## src/rtl/sleep_ctrl_map.svh

```systemverilog
`ifndef SLEEP_CTRL_MAP_SVH
`define SLEEP_CTRL_MAP_SVH

// Register byte offsets on the bus
`define BORCTL_ADDR        12'h000
`define CPUSTAT_ADDR       12'h004
`define PERIPH_ADDR        12'h008
// Brown-out control fields
`define BORCTL_SWEN_BIT    7
`define BORCTL_FAST_BIT    6
`define BORCTL_RDY_BIT     0
`define BORCTL_SWEN_RST    1'b1
`define BORCTL_FAST_RST    1'b0
// Status fields
`define STAT_PD_BIT        0
`define STAT_TO_BIT        1
`define STAT_ASLEEP_BIT    2
`define STAT_WAKEIRQ_BIT   3
// Peripheral clock control fields
`define PERIPH_T1SRC_MSB   1
`define PERIPH_T1SRC_LSB   0
`define PERIPH_ADCOSC_BIT  2
`define PERIPH_T1SRC_RST   2'h0
`define PERIPH_ADCOSC_RST  1'h0
// Configuration field codes
`define CFG_OFF            2'h0
`define CFG_SOFT           2'h1
`define CFG_NOSLEEP        2'h2
`define CFG_ON             2'h3
// Peripheral clock source codes
`define T1SRC_LFOSC        2'h1
`define T1SRC_PIN          2'h2
`define T1SRC_SECOSC       2'h3
// AHB codes
`define HTRANS_NONSEQ      2'h2
`define HSIZE_WORD         3'h2

`endif

```

## src/rtl/sleep_ctrl_pkg.sv

```systemverilog
package sleep_ctrl_pkg;
	typedef enum logic [1:0] {
		RUN_ST    = 2'b00,
		ASLEEP_ST = 2'b01,
		WAKE_ST   = 2'b11,
		RESUME_ST = 2'b10
	} sleep_state_type;
endpackage : sleep_ctrl_pkg

```

## src/rtl/sleep_wake_and_brownout_ctrl.sv

```systemverilog
// Notes on behaviour
// - Power-down is entered only by the sleep instruction strobe.
// - Sleep entry clears watchdog; it keeps counting if enabled in sleep.
// - Sleep entry clears power-down flag and sets time-out flag.
// - Processor clock enable is off while asleep.
// - Low-frequency oscillator domain stays enabled in sleep.
// - Timer1 runs in sleep on low-freq, pin or secondary oscillator.
// - Converter keeps running in sleep on its dedicated oscillator.
// - Port drive state is frozen during sleep.
// - Sleep leaves resets unchanged, except watchdog timeout, which wakes and resumes.
// - Wake on pin, brown-out, power-on, watchdog, external or sleep-capable interrupt.
// - Pin, brown-out and power-on wake reset fully; others resume.
// - Next instruction is prefetched while sleep executes.
// - Individual enable gates interrupt wake; global enable does not.
// - After interrupt wake, run next instruction, then vector if globally enabled.
// - Watchdog is cleared on every wake-up.
// - Software brown-out enable acts only when config field is 01.
// - Fast-start forces band-gap on only when config is 10 or 01.
// - Read-only ready bit shows brown-out circuit active.
//
// The AHB-Lite register port and the address map were chosen for this implementation.
`timescale 1ns/1ps
`include "sleep_ctrl_map.svh"

module sleep_wake_and_brownout_ctrl
	import sleep_ctrl_pkg::*;
#(
	parameter int NIRQ  = 8,
	parameter int NPORT = 8
) (
	input  wire logic             clk,
	input  wire logic             rstn,
	// AHB-Lite slave
	input  wire logic             hsel,
	input  wire logic [11:0]      haddr,
	input  wire logic [1:0]       htrans,
	input  wire logic             hwrite,
	input  wire logic [2:0]       hsize,
	input  wire logic [31:0]      hwdata,
	input  wire logic             hready,
	output logic [31:0]           hrdata,
	output logic                  hreadyout,
	output logic                  hresp,
	// Core side
	input  wire logic             sleepInstr,
	input  wire logic             globalIrqEnable,
	output logic                  cpuClkEn,
	output logic                  prefetchNext,
	output logic                  execNextStrobe,
	output logic                  vectorIrq,
	output logic                  powerDownFlag,
	output logic                  timeOutFlag,
	// Interrupt and watchdog
	input  wire logic [NIRQ-1:0]  irqFlag,
	input  wire logic [NIRQ-1:0]  irqEnable,
	input  wire logic [NIRQ-1:0]  irqRunsInSleep,
	input  wire logic             wdtTimeout,
	input  wire logic             wdtSleepEn,
	output logic                  wdtClear,
	output logic                  wdtRunEn,
	// Reset sources
	input  wire logic             extResetPin,
	input  wire logic             extResetPinEn,
	input  wire logic             powerOnReset,
	input  wire logic             brownoutDetect,
	input  wire logic [1:0]       configBrownoutMode,
	output logic                  fullReset,
	output logic                  brownoutActive,
	output logic                  bandgapForceOn,
	// Peripheral clock gates
	output logic                  lowFreqOscEn,
	output logic                  timer1ClkEn,
	output logic                  adcClkEn,
	// Ports
	input  wire logic [NPORT-1:0] portOutIn,
	input  wire logic [NPORT-1:0] portOeIn,
	output logic [NPORT-1:0]      portOut,
	output logic [NPORT-1:0]      portOe
);
	if (NIRQ < 1 || NIRQ > 32 || NPORT < 1 || NPORT > 32) begin : g_check_params
		$error("NIRQ and NPORT must be 1..32");
	end

	// -----------------------------------------------------------------
	// Decoding helpers
	// -----------------------------------------------------------------
	function automatic logic bor_active(input logic [1:0] m, input logic sw,
	                                    input logic asleep);
		unique case (m)
			`CFG_OFF:     return 1'b0;
			`CFG_SOFT:    return sw;
			`CFG_NOSLEEP: return !asleep;
			`CFG_ON:      return 1'b1;
		endcase
	endfunction : bor_active

	// -----------------------------------------------------------------
	// Registers and wires
	// -----------------------------------------------------------------
	sleep_state_type state_q;
	logic            swBorEn_q;
	logic            fastStart_q;
	logic [1:0]      t1Src_q;
	logic            adcDedOsc_q;
	logic            irqWake;
	logic            wdtWake;
	logic            resetWake;
	logic            borNow;
	logic            wakeIrqSeen_q;
	logic            apWrite_q;
	logic            addrPhase;
	logic [11:0]     apAddr_q;

	wake_source_mux #(.NIRQ(NIRQ)) wake_source_mux_inst (
		.irqFlag        (irqFlag),
		.irqEnable      (irqEnable),
		.irqRunsInSleep (irqRunsInSleep),
		.wdtTimeout     (wdtTimeout),
		.wdtSleepEn     (wdtSleepEn),
		.irqWake        (irqWake),
		.wdtWake        (wdtWake)
	);

	// Brown-out is only a wake source while the circuit is armed
	assign borNow    = bor_active(configBrownoutMode, swBorEn_q, state_q == ASLEEP_ST);
	assign resetWake = (extResetPin & extResetPinEn) | powerOnReset
	                 | (brownoutDetect & borNow);

	// -----------------------------------------------------------------
	// AHB-Lite slave: zero wait state, always OKAY
	// -----------------------------------------------------------------
	// Accepted address phase; only whole-word transfers are served
	assign addrPhase = hready && hsel && (htrans == `HTRANS_NONSEQ) && (hsize == `HSIZE_WORD);
	// Write address held for the data phase
	always_ff @(posedge clk) begin
		if (!rstn) begin
			apWrite_q <= 1'b0;
			apAddr_q  <= '0;
		end else if (hready) begin
			apWrite_q <= addrPhase && hwrite;
			apAddr_q  <= haddr;
		end
	end

	// Writable control bits; unmapped writes are dropped
	always_ff @(posedge clk) begin
		if (!rstn) begin
			swBorEn_q   <= `BORCTL_SWEN_RST;
			fastStart_q <= `BORCTL_FAST_RST;
			t1Src_q     <= `PERIPH_T1SRC_RST;
			adcDedOsc_q <= `PERIPH_ADCOSC_RST;
		end else if (apWrite_q) begin
			if (apAddr_q == `BORCTL_ADDR) begin
				swBorEn_q   <= hwdata[`BORCTL_SWEN_BIT];
				fastStart_q <= hwdata[`BORCTL_FAST_BIT];
			end else if (apAddr_q == `PERIPH_ADDR) begin
				t1Src_q     <= hwdata[`PERIPH_T1SRC_MSB:`PERIPH_T1SRC_LSB];
				adcDedOsc_q <= hwdata[`PERIPH_ADCOSC_BIT];
			end
		end
	end

	// Read data loaded on the address edge so it stands through the data phase
	always_ff @(posedge clk) begin
		if (!rstn) begin
			hrdata <= 32'h0000_0000;
		end else if (addrPhase && !hwrite) begin
			hrdata <= 32'h0000_0000;
			unique case (haddr)
				`BORCTL_ADDR: begin
					hrdata[`BORCTL_SWEN_BIT] <= swBorEn_q;
					hrdata[`BORCTL_FAST_BIT] <= fastStart_q;
					hrdata[`BORCTL_RDY_BIT]  <= brownoutActive;
				end
				`CPUSTAT_ADDR: begin
					hrdata[`STAT_PD_BIT]      <= powerDownFlag;
					hrdata[`STAT_TO_BIT]      <= timeOutFlag;
					hrdata[`STAT_ASLEEP_BIT]  <= (state_q == ASLEEP_ST);
					hrdata[`STAT_WAKEIRQ_BIT] <= wakeIrqSeen_q;
				end
				`PERIPH_ADDR: begin
					hrdata[`PERIPH_T1SRC_MSB:`PERIPH_T1SRC_LSB] <= t1Src_q;
					hrdata[`PERIPH_ADCOSC_BIT]                 <= adcDedOsc_q;
				end
				default: hrdata <= 32'h0000_0000;
			endcase
		end
	end

	// Never stalls and never errors, in reset or out of it
	always_ff @(posedge clk) begin
		hreadyout <= 1'b1;
		hresp     <= 1'b0;
	end

	// -----------------------------------------------------------------
	// Sleep sequencer
	// -----------------------------------------------------------------
	// Entry only by the sleep strobe; WAKE_ST gives the clock a cycle before fetch
	always_ff @(posedge clk) begin
		if (!rstn) begin
			state_q <= RUN_ST;
		end else begin
			unique case (state_q)
				RUN_ST:    if (sleepInstr) state_q <= ASLEEP_ST;
				ASLEEP_ST: if (resetWake || irqWake || wdtWake) state_q <= WAKE_ST;
				WAKE_ST:   state_q <= RESUME_ST;
				RESUME_ST: state_q <= RUN_ST;
			endcase
		end
	end

	// Clock gate: off in sleep, back on at wake detection
	always_ff @(posedge clk) begin
		if (!rstn) begin
			cpuClkEn <= 1'b1;
		end else if (state_q == RUN_ST && sleepInstr) begin
			cpuClkEn <= 1'b0;
		end else if (state_q == ASLEEP_ST && (resetWake || irqWake || wdtWake)) begin
			cpuClkEn <= 1'b1;
		end
	end

	// Prefetch strobe, registered one cycle after the sleep instruction
	always_ff @(posedge clk) begin
		if (!rstn) begin
			prefetchNext <= 1'b0;
		end else begin
			prefetchNext <= (state_q == RUN_ST) && sleepInstr;
		end
	end

	// Remember an interrupt-caused resume (reset wake takes priority)
	always_ff @(posedge clk) begin
		if (!rstn) begin
			wakeIrqSeen_q <= 1'b0;
		end else if (state_q == ASLEEP_ST && !resetWake && (irqWake || wdtWake)) begin
			wakeIrqSeen_q <= irqWake;
		end else if (state_q == RUN_ST && sleepInstr) begin
			wakeIrqSeen_q <= 1'b0;
		end
	end

	// Wake outcome: reset-type wakes reset fully, others run next then maybe vector
	always_ff @(posedge clk) begin
		if (!rstn) begin
			fullReset      <= 1'b0;
			execNextStrobe <= 1'b0;
			vectorIrq      <= 1'b0;
		end else begin
			fullReset      <= (state_q == ASLEEP_ST) && resetWake;
			execNextStrobe <= (state_q == WAKE_ST) && !fullReset;
			vectorIrq      <= (state_q == RESUME_ST) && wakeIrqSeen_q
			                  && globalIrqEnable;
		end
	end

	// Watchdog clear on entry and on every wake
	always_ff @(posedge clk) begin
		if (!rstn) begin
			wdtClear <= 1'b0;
		end else begin
			wdtClear <= ((state_q == RUN_ST) && sleepInstr)
			          || (state_q == WAKE_ST);
		end
	end

	// Watchdog keeps running in sleep only if enabled for sleep
	always_ff @(posedge clk) begin
		if (!rstn) begin
			wdtRunEn <= 1'b1;
		end else begin
			wdtRunEn <= (state_q == ASLEEP_ST) ? wdtSleepEn : 1'b1;
		end
	end

	// Status flags; a power-on reset restores both to their idle level
	always_ff @(posedge clk) begin
		if (!rstn) begin
			powerDownFlag <= 1'b1;
			timeOutFlag   <= 1'b1;
		end else if (powerOnReset) begin
			powerDownFlag <= 1'b1;
			timeOutFlag   <= 1'b1;
		end else if (state_q == RUN_ST && sleepInstr) begin
			powerDownFlag <= 1'b0;
			timeOutFlag   <= 1'b1;
		end
	end

	// Brown-out arming and band-gap force
	always_ff @(posedge clk) begin
		if (!rstn) begin
			brownoutActive <= 1'b0;
			bandgapForceOn <= 1'b0;
		end else begin
			brownoutActive <= borNow;
			bandgapForceOn <= fastStart_q && (configBrownoutMode == `CFG_SOFT
			                  || configBrownoutMode == `CFG_NOSLEEP);
		end
	end

	// Peripheral clock gates; low-freq oscillator is never stopped by sleep
	always_ff @(posedge clk) begin
		if (!rstn) begin
			lowFreqOscEn <= 1'b1;
			timer1ClkEn  <= 1'b1;
			adcClkEn     <= 1'b1;
		end else begin
			lowFreqOscEn <= 1'b1;
			timer1ClkEn  <= (state_q != ASLEEP_ST) || (t1Src_q == `T1SRC_LFOSC)
			                || (t1Src_q == `T1SRC_PIN) || (t1Src_q == `T1SRC_SECOSC);
			adcClkEn     <= (state_q != ASLEEP_ST) || adcDedOsc_q;
		end
	end

	// Port drive frozen while asleep
	always_ff @(posedge clk) begin
		if (!rstn) begin
			portOut <= '0;
			portOe  <= '0;
		end else if (state_q != ASLEEP_ST) begin
			portOut <= portOutIn;
			portOe  <= portOeIn;
		end
	end

	// -----------------------------------------------------------------
	// Checks
	// -----------------------------------------------------------------
	a_entry_clkoff: assert property (@(posedge clk) disable iff (!rstn)
		(state_q == RUN_ST && sleepInstr) |=> !cpuClkEn && state_q == ASLEEP_ST)
		else $error("clock not gated on sleep entry");
	a_no_spur_sleep: assert property (@(posedge clk) disable iff (!rstn)
		(state_q == RUN_ST && !sleepInstr) |=> state_q != ASLEEP_ST)
		else $error("sleep without instruction");
	a_entry_flags: assert property (@(posedge clk) disable iff (!rstn)
		(state_q == RUN_ST && sleepInstr && !powerOnReset) |=> !powerDownFlag && timeOutFlag)
		else $error("flags wrong after entry");
	a_wdt_entry: assert property (@(posedge clk) disable iff (!rstn)
		(state_q == RUN_ST && sleepInstr) |=> wdtClear)
		else $error("watchdog not cleared at entry");
	a_wdt_wake: assert property (@(posedge clk) disable iff (!rstn)
		(state_q == ASLEEP_ST && (resetWake || irqWake || wdtWake)) |=> ##1 wdtClear)
		else $error("watchdog not cleared at wake");
	a_wake_clkon: assert property (@(posedge clk) disable iff (!rstn)
		(state_q == ASLEEP_ST && irqWake) |=> cpuClkEn ##1 (execNextStrobe || $past(fullReset)))
		else $error("clock not back before resume");
	a_reset_wake: assert property (@(posedge clk) disable iff (!rstn)
		(state_q == ASLEEP_ST && resetWake) |=> fullReset)
		else $error("reset wake without full reset");
	a_vector_gie: assert property (@(posedge clk) disable iff (!rstn)
		vectorIrq |-> $past(globalIrqEnable) && $past(state_q, 1) == RESUME_ST)
		else $error("vector without global enable");
	a_port_hold: assert property (@(posedge clk) disable iff (!rstn)
		(state_q == ASLEEP_ST && $past(state_q) == ASLEEP_ST) |-> $stable(portOut))
		else $error("port changed in sleep");
	a_bandgap: assert property (@(posedge clk) disable iff (!rstn)
		(configBrownoutMode == `CFG_ON && $past(configBrownoutMode) == `CFG_ON)
		|-> !bandgapForceOn)
		else $error("band-gap forced in wrong mode");
	a_prefetch: assert property (@(posedge clk) disable iff (!rstn)
		(state_q == RUN_ST && sleepInstr) |=> prefetchNext)
		else $error("no prefetch with sleep");
	c_irq_wake: cover property (@(posedge clk) disable iff (!rstn)
		state_q == ASLEEP_ST ##1 state_q == WAKE_ST ##2 vectorIrq);
	c_reset_wake: cover property (@(posedge clk) disable iff (!rstn) fullReset);
	c_wdt_wake: cover property (@(posedge clk) disable iff (!rstn)
		state_q == ASLEEP_ST && wdtWake && !irqWake);
endmodule : sleep_wake_and_brownout_ctrl

```

## src/rtl/wake_source_mux.sv

```systemverilog
`timescale 1ns/1ps
`include "sleep_ctrl_map.svh"

// Qualifies raw wake events; interrupts need their own enable and run-in-sleep bit, not the global enable
module wake_source_mux #(
	parameter int NIRQ = 8
) (
	input  wire logic [NIRQ-1:0] irqFlag,
	input  wire logic [NIRQ-1:0] irqEnable,
	input  wire logic [NIRQ-1:0] irqRunsInSleep,
	input  wire logic            wdtTimeout,
	input  wire logic            wdtSleepEn,
	output logic                 irqWake,
	output logic                 wdtWake
);
	// Global enable deliberately not an input: it must not gate wake
	assign irqWake = |(irqFlag & irqEnable & irqRunsInSleep);
	assign wdtWake = wdtTimeout & wdtSleepEn;
endmodule : wake_source_mux

```

## config.mk

```make
export PLATFORM = sky130hd
export DESIGN_NAME = sleep_wake_and_brownout_ctrl
export DESIGN_NICKNAME = d
export VERILOG_FILES = /design/src/rtl/sleep_ctrl_pkg.sv /design/src/rtl/sleep_wake_and_brownout_ctrl.sv /design/src/rtl/wake_source_mux.sv
export VERILOG_INCLUDE_DIRS = /design/src /design/src/rtl
export SDC_FILE = /design/constraint.sdc
export NUM_CORES = 1
export LEC_CHECK = 0
export ABC_CLOCK_PERIOD_IN_PS = 2500
export BUFFER_PORTS_ARGS = -buffer_cell sky130_fd_sc_hd__buf_2
export CAP_MARGIN = 20
export CORE_UTILIZATION = 45
export DETAILED_ROUTE_END_ITERATION = 8
export PLACE_DENSITY_LB_ADDON = 0.1
export SETUP_SLACK_MARGIN = 0.1
export SLEW_MARGIN = 20
export SYNTH_ARGS = -nofsm -noshare
export SYNTH_HDL_FRONTEND = slang
export SYNTH_SLANG_ARGS = --single-unit
```

## constraint.sdc

```tcl
create_clock -name clk -period 2.5 [get_ports clk]
set_clock_uncertainty 0.1 [all_clocks]
set_input_delay 0.75 -clock clk [delete_from_list [all_inputs] [get_ports clk]]
set_output_delay 0.75 -clock clk [all_outputs]
set_load 0.01 [all_outputs]
```

==> impl_metrics.env, run 1 <==
export IMPL_ys_seq_area_share_pct=43.54
export IMPL_grt_pass1_wl_um=8783
export IMPL_grt_total_usage_pct=18.34
export IMPL_globalplace_congestion=0.7677
export IMPL_synth_ff_latch_count=55
export IMPL_run_status="complete, no violations"
export IMPL_min_delay_worst_endpoint="portOut[2]"
export IMPL_wire_per_inst_um=11.82
export IMPL_routed_via_density=4.727
export IMPL_synthesis_area_per_instance_sq_um=9.331
export IMPL_cpPeakStageDelay_ps=230
export IMPL_final_period_minus_worst_setup_slack_ps=1881
export IMPL_cts_root_buffer="sky130_fd_sc_hd__clkbuf_8"
export IMPL_cts_clk_slew_worst_paths_ps=90
export IMPL_chipHeight_um=76.96
export IMPL_timing_final_hold_violations=0
export IMPL_max_freq_mhz=531.7
export IMPL_worst_ep_arrival_time_ps=1960
export IMPL_drc_errors=0
export IMPL_drive_gt1_share_pct=34.21
export IMPL_critPathKind="primary input to flip-flop"
export IMPL_power_static_leakage_nw=1.552
export IMPL_rr_worst_depth=4
export IMPL_timing_critical_path_cells="buf_2, inv_1, ha_1, a21oi_1, a21boi_2, o21a_1, a41o_1, a31oi_1"
export IMPL_final_setup_worst_slack_ps=619.4
export IMPL_grt_setup_unrepaired="no"
export IMPL_start_util_pct=47.98
export IMPL_power_density_nw_per_um2=550.0
export IMPL_maximum_level_of_the_cts_h_tree=2
export IMPL_cts_repair_resized=0
export IMPL_asyncSetResetFlopFracSynth_pct=0
export IMPL_setup_reg_to_reg_worst_slack_ps=970
export IMPL_slew_headroom_pct=65.74
export IMPL_cts_buffers=5
export IMPL_hold_depth=2
export IMPL_antenna_violations_before_repair=0
export IMPL_cts_tree="done"
export IMPL_area_delta_synth_final_pct=23.50
export IMPL_ir_drop_uv=337.4
export IMPL_fin_crit_sh_pct=75.22
export IMPL_synth_warnings=0
export IMPL_max_stage_delay_cell_worst_path="sky130_fd_sc_hd__a21boi_2"
export IMPL_critical_path_reg2reg_endpoint="t1Src_q[1]"
export IMPL_final_wirelength_um=5317
export IMPL_timing_worst_slew_pin_value_ps=510.5
export IMPL_clock_latency_ps=310
export IMPL_slew_viol_final=0
export IMPL_synthDistinctLibCells=44
export IMPL_stdcell_area_sq_um=3123
export IMPL_setup_violations_final=0
export IMPL_critical_path_reg2reg_startpoint="apAddr_q[8]"
export IMPL_detailed_placement_hpwl_um=4043
export IMPL_critPathLaunchType="primary input"
export IMPL_report_power_total_mw=1.718
export IMPL_detailroute_via_count=2127
export IMPL_drt_pass1_iter_count=4
export IMPL_cts_buffer_depth=2
export IMPL_cts_hold_repair_buffers=0
export IMPL_place_port_buffers=110
export IMPL_worstHoldPathType="flip-flop to flip-flop"
export IMPL_cts_post_setup_buffers_inserted=0
export IMPL_number_of_flops_mapped_to_enable_cells_by_yosys=0
export IMPL_finalHoldWorstSlack_ps=360.9
export IMPL_netlist_instances=271
export IMPL_clock_sink_count=55
export IMPL_timing_critical_path_required_ps=2580
export IMPL_dp_slack_ps=327.3
export IMPL_post_synth_instance_area_sq_um=2529
export IMPL_drt_iter0_markers=68
export IMPL_grt_start_max_net_pins=33
export IMPL_critical_path_top_delay_family="compound AO/OA/AOI/OAI gates"
export IMPL_first_global_vias=2016
export IMPL_grt_total_ovfl=0
export IMPL_n_antenna_cell=0
export IMPL_drv_max_cap_violation_count=0
export IMPL_fin_setup_tns_ps=0
export IMPL_critical_path_n_buffers_inverters=2
export IMPL_floorplan_io_pins=168
export IMPL_worst_hold_startpoint="portOut[2]"
export IMPL_placement_cell_area_sq_um=3024
export IMPL_fp_row_count=26
export IMPL_final_net_count=487
export IMPL_cp_end_kind="flip-flop"
export IMPL_design_die_area_sq_um=5923
export IMPL_path_max_fanout=3
export IMPL_synth_ff_type="sky130_fd_sc_hd__dfxtp_1"
export IMPL_floorplan_core_area_sq_um=5270
export IMPL_die_width_um=76.96
export IMPL_drtAntennaViolNets=0
[final cells by class]
| cell class | count | area [sq um] |
|---|---|---|
| well taps | 70 | 87.58 |
| fillers | 500 | 2147 |
| flip-flops and latches | 55 | 1101 |
| inverters | 5 | 18.77 |
| clock buffers | 6 | 82.58 |
| repair buffers | 114 | 580.6 |
| clock inverters | 2 | 16.27 |
| multi-input cells | 198 | 1236 |
[tightest hold or removal path, cell delays in order, from the launching register on]
cell                       delay [ps]
sky130_fd_sc_hd__dfxtp_1          320
sky130_fd_sc_hd__nand2_1           50
sky130_fd_sc_hd__a21boi_0          60
[stage by stage]
stage / util [%] / cells
after floorplan: - / 299
after global placement: 57.38 / 442
after detailed placement: 57.38 / 442
after CTS: 59.26 / 450
after global routing: 59.26 / 450
final: 59.26 / 450
[where the power goes]
part	total (mW)	internal [mW]	switching (mW)
combinational	0.263	0.121	0.142
clock	0.513	0.227	0.286
sequential	0.942	0.918	0.0235
[per-layer routing]
metal,share of wire (%),vias up,global-route usage (%)
met2,47,78,31.52
met1,44,960,21.30
met5,0,-,0
met3,7.8,9,6.429
li1,-,1080,-
met4,1.3,0,5.385
[Yosys cell counts, types with 4 or more instances]
master	instances	area share, %
sky130_fd_sc_hd__ha_1	4	2.0
sky130_fd_sc_hd__nand2_1	42	6.2
sky130_fd_sc_hd__nand3_1	10	2.0
sky130_fd_sc_hd__clkbuf_1	6	0.89
sky130_fd_sc_hd__a21boi_0	20	5.9
sky130_fd_sc_hd__buf_4	30	8.9
sky130_fd_sc_hd__mux2i_1	16	6.3
sky130_fd_sc_hd__dfxtp_1	55	44
sky130_fd_sc_hd__inv_1	5	0.74
sky130_fd_sc_hd__nor4_1	4	0.99
sky130_fd_sc_hd__nor2b_1	19	4.7
sky130_fd_sc_hd__and3_1	4	0.99
sky130_fd_sc_hd__nor2_1	6	0.89
[cell families after synthesis]
kind of cell,Yosys count,share of synthesized area [%]
simple gates,105,23.16
flops,55,43.54
buf+inv,46,11.73
compound gates,42,12.52
mux,17,6.779
fa+ha+maj,4,1.979
other cells,2,0.2970
[worst max path at each step]
stage	startpoint	end	slack, ps	cells after the start
2_1_floorplan	irqRunsInSleep[1]	state_q[1]	570	4
3_3_place_gp	configBrownoutMode[1]	cpuClkEn	340	8
3_5_place_dp	configBrownoutMode[1]	cpuClkEn	330	8
4_1_cts	configBrownoutMode[1]	cpuClkEn	640	8
5_1_grt	configBrownoutMode[1]	wakeIrqSeen_q	510	8
6_report	configBrownoutMode[1]	cpuClkEn	620	8
[placed cells by master (no fill, tap or decap), types with 2 or more instances in the layout]
master,n
sky130_fd_sc_hd__buf_2,110
sky130_fd_sc_hd__dfxtp_1,55
sky130_fd_sc_hd__nand2_1,42
sky130_fd_sc_hd__conb_1,30
sky130_fd_sc_hd__a21boi_0,20
sky130_fd_sc_hd__nor2b_1,19
sky130_fd_sc_hd__mux2i_1,16
sky130_fd_sc_hd__nand3_1,10
sky130_fd_sc_hd__nor2_1,6
sky130_fd_sc_hd__clkbuf_8,6
sky130_fd_sc_hd__inv_1,5
sky130_fd_sc_hd__nor4_1,4
sky130_fd_sc_hd__and3_1,4
sky130_fd_sc_hd__ha_1,4
sky130_fd_sc_hd__buf_4,4
sky130_fd_sc_hd__nand4_1,3
sky130_fd_sc_hd__nand2b_1,3
sky130_fd_sc_hd__o21ai_0,3
sky130_fd_sc_hd__a32oi_1,3
sky130_fd_sc_hd__a22oi_1,3
sky130_fd_sc_hd__a311oi_1,2
sky130_fd_sc_hd__a21oi_1,2
sky130_fd_sc_hd__a31oi_1,2
sky130_fd_sc_hd__and2b_1,2
sky130_fd_sc_hd__or2_2,2
sky130_fd_sc_hd__nor3b_1,2
[state kept, by name, indices dropped and copies added (netlist names), 2 cells and up]
name	cells
state_q	2
hrdata	6
portOe	8
apAddr_q	12
portOut	8
t1Src_q	2
Note: power is estimated with default switching activity, not from simulation.
==> inputs of run 2 (changes only) <==
--- a/config.mk
+++ b/config.mk
@@ -6,10 +6,11 @@
 export SDC_FILE = /design/constraint.sdc
 export NUM_CORES = 1
 export LEC_CHECK = 0
-export ABC_CLOCK_PERIOD_IN_PS = 2500
+export ABC_AREA = 1
+export ABC_CLOCK_PERIOD_IN_PS = 1900
 export BUFFER_PORTS_ARGS = -buffer_cell sky130_fd_sc_hd__buf_2
 export CAP_MARGIN = 20
-export CORE_UTILIZATION = 45
+export CORE_UTILIZATION = 42
 export DETAILED_ROUTE_END_ITERATION = 8
 export PLACE_DENSITY_LB_ADDON = 0.1
 export SETUP_SLACK_MARGIN = 0.1
==> constraint.sdc (replaced) <==
create_clock -name clk -period 1.9 [get_ports clk]
set_clock_uncertainty 0.1 [all_clocks]
set_input_delay 0.57 -clock clk [delete_from_list [all_inputs] [get_ports clk]]
set_output_delay 0.57 -clock clk [all_outputs]
set_load 0.01 [all_outputs]
==> impl_metrics.env, run 2 <==
export IMPL_max_stage_delay_cell_worst_path="sky130_fd_sc_hd__ha_1"
export IMPL_post_synth_most_frequent_cells="62 x sky130_fd_sc_hd__nor2_1, 55 x sky130_fd_sc_hd__dfxtp_1, 50 x sky130_fd_sc_hd__nand2_1, 31 x sky130_fd_sc_hd__buf_4, 28 x sky130_fd_sc_hd__o21ai_0"
export IMPL_max_freq_mhz=663.6
export IMPL_antenna_violations_before_repair=0
export IMPL_fill_cells=616
export IMPL_synthesis_area_per_instance_sq_um=7.338
export IMPL_netlist_instances=348
export IMPL_worst_ep_arrival_time_ps=1600
export IMPL_post_synth_top_count_cell="sky130_fd_sc_hd__nor2_1"
export IMPL_final_wirelength_um=5494
export IMPL_slew_viol_final=0
export IMPL_detailed_placement_hpwl_um=4229
export IMPL_cts_hold_repair_buffers=0
export IMPL_clock_latency_ps=300
export IMPL_final_net_count=564
export IMPL_synth_top_cell_area_share_pct=43.12
export IMPL_cp_end_kind="flip-flop"
export IMPL_report_power_total_mw=2.243
export IMPL_grt_start_max_net_pins=37
export IMPL_design_die_area_sq_um=6396
export IMPL_cts_clk_slew_worst_paths_ps=90
export IMPL_die_width_um=79.98
export IMPL_drt_pass1_iter_count=4
export IMPL_post_synth_instance_area_sq_um=2554
export IMPL_synth_ff_type="sky130_fd_sc_hd__dfxtp_1"
export IMPL_asyncSetResetFlopFracSynth_pct=0
export IMPL_first_global_vias=2174
export IMPL_timing_final_hold_violations=0
export IMPL_power_density_nw_per_um2=714.1
export IMPL_reg_largest_list="apAddr_q: 12 flops, portOe: 8 flops, portOut: 8 flops"
export IMPL_cts_tree="done"
export IMPL_drt_iter0_markers=76
export IMPL_maximum_level_of_the_cts_h_tree=2
export IMPL_start_util_pct=43.39
export IMPL_drc_errors=0
export IMPL_crit_path_frequent_cell="sky130_fd_sc_hd__nand2_1"
export IMPL_clock_sink_count=55
export IMPL_worstHoldPathType="flip-flop to flip-flop"
export IMPL_floorplan_core_area_sq_um=5886
export IMPL_synth_warnings=0
export IMPL_cts_post_setup_buffers_inserted=0
export IMPL_cts_repair_resized=0
export IMPL_power_static_leakage_nw=1.630
export IMPL_max_ffs_per_register=12
export IMPL_cts_buffer_depth=2
export IMPL_yosys_area_top_type="sky130_fd_sc_hd__dfxtp_1"
export IMPL_number_of_flops_mapped_to_enable_cells_by_yosys=0
export IMPL_path_max_fanout=3
export IMPL_ir_drop_uv=318.2
export IMPL_synthDistinctLibCells=27
export IMPL_setup_violations_final=0
export IMPL_final_cell_mix="110 x sky130_fd_sc_hd__buf_2, 62 x sky130_fd_sc_hd__nor2_1, 55 x sky130_fd_sc_hd__dfxtp_1"
export IMPL_grt_total_ovfl=0
export IMPL_fp_row_count=28
export IMPL_final_setup_worst_slack_ps=393.0
export IMPL_place_port_buffers=110
export IMPL_critPathKind="primary input to flip-flop"
export IMPL_timing_critical_path_required_ps=1990
export IMPL_area_delta_synth_final_pct=22.98
export IMPL_grt_setup_unrepaired="no"
export IMPL_detailroute_via_count=2406
export IMPL_fin_crit_sh_pct=79.32
export IMPL_n_antenna_cell=0
export IMPL_grt_total_usage_pct=18.23
export IMPL_cts_buffers=5
export IMPL_run_status="complete, no violations"
export IMPL_fin_setup_tns_ps=0
export IMPL_final_common_cell="sky130_fd_sc_hd__buf_2"
export IMPL_timing_critical_path_cells="buf_2, inv_1, ha_1, a21oi_1, nand2_1, nand3_1, nand2_1, nor2_1, nand3_1, nand2_1, nor2_1"
export IMPL_drive_gt1_share_pct=30.85
export IMPL_dp_slack_ps=65.87
export IMPL_cts_root_buffer="sky130_fd_sc_hd__clkbuf_8"
export IMPL_synth_area_top_cells="sky130_fd_sc_hd__dfxtp_1 43%, sky130_fd_sc_hd__buf_4 9.1%, sky130_fd_sc_hd__nor2_1 9.1%"
export IMPL_globalplace_congestion=0.7358
export IMPL_final_period_minus_worst_setup_slack_ps=1507
export IMPL_critPathLaunchType="primary input"
export IMPL_ys_seq_area_share_pct=43.12
export IMPL_floorplan_io_pins=168
export IMPL_cpPeakStageDelay_ps=170
export IMPL_synth_ff_latch_count=55
export IMPL_finalHoldWorstSlack_ps=328.2
export IMPL_drv_max_cap_violation_count=0
export IMPL_largest_register="apAddr_q"
export IMPL_routed_via_density=4.523
export IMPL_wire_per_inst_um=10.33
export IMPL_grt_pass1_wl_um=9149
export IMPL_drtAntennaViolNets=0
export IMPL_chipHeight_um=79.98
[run 2: changes by cell type in the layout (fill, tap and decap cells not counted), moves of 5 or more]
cell,change
sky130_fd_sc_hd__a21boi_0,-20
sky130_fd_sc_hd__a21oi_1,+23
sky130_fd_sc_hd__inv_1,+18
sky130_fd_sc_hd__inv_2,+9
sky130_fd_sc_hd__mux2i_1,-16
sky130_fd_sc_hd__nand2_1,+8
sky130_fd_sc_hd__nand3_1,+11
sky130_fd_sc_hd__nor2_1,+56
sky130_fd_sc_hd__nor2b_1,-19
sky130_fd_sc_hd__nor3_1,+6
sky130_fd_sc_hd__o21ai_0,+25
sky130_fd_sc_hd__o21ai_1,+5
[run 2: worst paths after layout]
path	from	endpoint	slack (ps)	depth (start not counted)
worst max-delay path	configBrownoutMode[1]	wakeIrqSeen_q	390	11
worst min-delay path	fullReset	execNextStrobe	330	1
worst max register to register	apAddr_q[8]	t1Src_q[0]	500	5
worst min register to register	fullReset	execNextStrobe	330	1
[run 2: kinds of logic after synthesis]
logic type	count (synthesis)	share of synthesized area [%]
AOI/OAI and AO/OA	63	13.03
adders and majority gates	4	1.960
and+or+nand+nor	150	25.92
DFF	55	43.12
other	2	0.2941
buffers and inverters	74	15.68
[run 2: power by group]
part / total (mW) / switching (mW) / internal [mW]
Sequential: 1.25 / 0.0311 / 1.22
Clock: 0.623 / 0.369 / 0.254
Combinational: 0.372 / 0.220 / 0.151
Total: 2.24 / 0.621 / 1.62
[run 2: final cells by class]
cell class / instances / area, sq um / area share [%]
Sequential cell: 55 / 1101 / 35.06
Clock inverter: 3 / 15.01 / 0.4781
Clock buffer: 5 / 68.82 / 2.191
Tap cell: 75 / 93.84 / 2.988
Multi-Input combinational cell: 247 / 1157 / 36.85
Inverter: 33 / 123.9 / 3.944
Timing Repair Buffer: 114 / 580.6 / 18.49
[run 2: worst max-delay path: cells and delay by family]
kind / cells / cell delay, ps
AOI/OAI and AO/OA: 1 / 140
adders and majority gates: 1 / 170
buffers and inverters: 2 / 150
and+or+nand+nor: 7 / 560
[run 2: layer usage]
| metal | global-route usage, % | wire [um] | vias up |
|---|---|---|---|
| met4 | 6.607 | 98 | 0 |
| met1 | 20.27 | 2406 | 1040 |
| met3 | 5.943 | 459 | 6 |
| met5 | 0 | 0 | - |
| li1 | - | - | 1260 |
| met2 | 32.22 | 2529 | 100 |
[run 2: stage by stage]
step                std cells  cell area, sq um  utilization (%)
floorplan                 376              2659                -
global placement          524              3057            51.93
detailed placement        524              3057            51.93
CTS                       532              3141            53.36
global route              532              3141            53.36
finish                    532              3141            53.36
==> inputs of run 3 (changes only) <==
--- a/config.mk
+++ b/config.mk
@@ -6,8 +6,8 @@
 export SDC_FILE = /design/constraint.sdc
 export NUM_CORES = 1
 export LEC_CHECK = 0
-export ABC_AREA = 1
-export ABC_CLOCK_PERIOD_IN_PS = 1900
+export ABC_AREA = 0
+export ABC_CLOCK_PERIOD_IN_PS = 1550
 export BUFFER_PORTS_ARGS = -buffer_cell sky130_fd_sc_hd__buf_2
 export CAP_MARGIN = 20
 export CORE_UTILIZATION = 42
==> constraint.sdc (replaced) <==
create_clock -name clk -period 1.55 [get_ports clk]
set_clock_uncertainty 0.1 [all_clocks]
set_input_delay 0.465 -clock clk [delete_from_list [all_inputs] [get_ports clk]]
set_output_delay 0.465 -clock clk [all_outputs]
set_load 0.01 [all_outputs]
==> impl_metrics.env, run 3 (same netlist as run 1, synthesis figures left out) <==
export IMPL_setup_violations_final=0
export IMPL_path_max_fanout=6
export IMPL_timing_critical_path_cells="buf_6, and4bb_2, nand4b_4, nor3_4, a32oi_1, nor2b_1"
export IMPL_critPathKind="primary input to flip-flop"
export IMPL_floorplan_io_pins=168
export IMPL_drt_pass1_iter_count=4
export IMPL_die_width_um=79.59
export IMPL_grt_start_max_net_pins=42
export IMPL_clock_power_share_pct=32.0
export IMPL_layout_cells_non_filler=477
export IMPL_drtAntennaViolNets=0
export IMPL_clock_latency_ps=300
export IMPL_worst_ep_arrival_time_ps=1610
export IMPL_first_global_vias=2056
export IMPL_grtUsageMet1_pct=21.22
export IMPL_cts_buffer_depth=2
export IMPL_power_static_leakage_nw=1.727
export IMPL_timing_final_hold_violations=0
export IMPL_stdcell_area_sq_um=3547
export IMPL_cts_clk_slew_worst_paths_ps=100
export IMPL_grt_total_ovfl=0
export IMPL_fin_crit_sh_pct=94.83
export IMPL_drive_gt1_share_pct=42.47
export IMPL_max_ffs_per_register=12
export IMPL_final_common_cell="sky130_fd_sc_hd__buf_2"
export IMPL_start_util_pct=44.82
export IMPL_floorplan_core_area_sq_um=5642
export IMPL_finalHoldWorstSlack_ps=251.9
export IMPL_cts_hold_repair_buffers=0
export IMPL_p_sw_share_pct=24.91
export IMPL_final_setup_worst_slack_ps=80.12
export IMPL_grt_pass1_wl_um=8928
export IMPL_antenna_violations_before_repair=0
export IMPL_comb_power_share_pct=17.8
export IMPL_wire_per_inst_um=11.69
export IMPL_largest_register="apAddr_q"
export IMPL_hold_depth=2
export IMPL_power_internal_mw=2.278
export IMPL_busiest_layer="met2"
export IMPL_detailroute_via_count=2242
export IMPL_grt_setup_unrepaired="yes"
export IMPL_dp_slack_ps=-307.0
export IMPL_drv_max_cap_violation_count=0
export IMPL_cts_root_buffer="sky130_fd_sc_hd__clkbuf_8"
export IMPL_cpPeakStageDelay_ps=320
export IMPL_critPathLaunchType="primary input"
export IMPL_drt_iter0_markers=38
export IMPL_globalplace_congestion=0.7123
export IMPL_grt_met3_usage_pct=3.543
export IMPL_placement_cell_area_sq_um=3258
export IMPL_final_period_minus_worst_setup_slack_ps=1470
export IMPL_reg_largest_list="apAddr_q: 12 flops, portOe: 8 flops, portOut: 8 flops"
export IMPL_final_wirelength_um=5577
export IMPL_max_stage_delay_cell_worst_path="sky130_fd_sc_hd__and4bb_2"
export IMPL_met2_track_demand_over_resource_in_global_routing_pct=32.39
export IMPL_final_net_count=512
export IMPL_slew_viol_final=0
export IMPL_critical_path_n_buffers_inverters=1
export IMPL_clock_sink_count=55
export IMPL_worstHoldPathType="primary input to flip-flop"
export IMPL_detailed_placement_hpwl_um=4292
export IMPL_rr_worst_depth=6
export IMPL_chipHeight_um=79.59
export IMPL_routed_via_density=4.700
export IMPL_placed_instance_count=466
export IMPL_worstSetupPathDepth=6
export IMPL_run_status="complete, no violations"
export IMPL_power_share_sequential_pct=50.2
export IMPL_final_cell_mix="105 x sky130_fd_sc_hd__buf_2, 54 x sky130_fd_sc_hd__dfxtp_1, 42 x sky130_fd_sc_hd__nand2_1"
export IMPL_max_freq_mhz=680.3
export IMPL_grt_total_usage_pct=17.82
export IMPL_cts_buffers=5
export IMPL_critical_path_top_delay_family="simple AND/OR/NAND/NOR gates"
export IMPL_cts_tree="done"
export IMPL_timing_critical_path_required_ps=1690
export IMPL_n_antenna_cell=0
export IMPL_place_port_buffers=110
export IMPL_cp_end_kind="flip-flop"
export IMPL_area_delta_synth_final_pct=40.28
export IMPL_drc_errors=0
export IMPL_power_switching_mw=0.7555
export IMPL_ir_drop_uv=522.2
export IMPL_maximum_level_of_the_cts_h_tree=2
export IMPL_fp_row_count=27
export IMPL_power_density_nw_per_um2=855.1
export IMPL_design_die_area_sq_um=6335
export IMPL_report_power_total_mw=3.033
## run 3: final cells by class
| class | count | area (sq um) |
|---|---|---|
| timing repair buffer | 139 | 820.8 |
| clock buffer | 6 | 82.58 |
| fill | 502 | 2095 |
| multi-input combinational | 198 | 1385 |
| clock inverter | 2 | 35.03 |
| tap | 72 | 90.09 |
| sequential | 55 | 1102 |
| inverter | 5 | 31.28 |
## run 3: metrics by stage
step | setup TNS (ps) | util, %
after CTS | 0 | 61.32
after detailed placement | -2715 | 57.75
after global routing | -23.91 | 62.87
final | 0 | 62.87
after floorplan | -369.9 | -
after global placement | -2565 | 57.75
## run 3: final timing paths
kind | endpoint | from | slack (ps)
hold reg to reg | portOe[6] | portOe[6] | 360
hold / removal | wdtRunEn | wdtSleepEn | 250
setup reg to reg | t1Src_q[0] | apAddr_q[0] | 80
setup / recovery | hrdata[6] | hsize[0] | 80
## run 3: what timing repair did
item / CTS / global route
setup endpoints to repair: 13 / 13
setup buffers: 1 / 2
resized for setup: 15 / 14
pin swaps: 6 / 11
## run 3: metal layers
metal  vias to the layer above  wire length, um
met5                         -                0
met1                      1024             2368
met3                         5              337
li1                       1135                -
met2                        78             2826
met4                         0               44
## run 3: power by group through the flow
stage	Clock [mW]	Combinational (mW)	Sequential (mW)
after CTS	0.997	0.523	1.52
after global routing	1.05	0.598	1.53
final	0.971	0.541	1.52
after global placement	0	0.494	1.55
after detailed placement	0	0.503	1.55
after floorplan	0	0.285	1.57
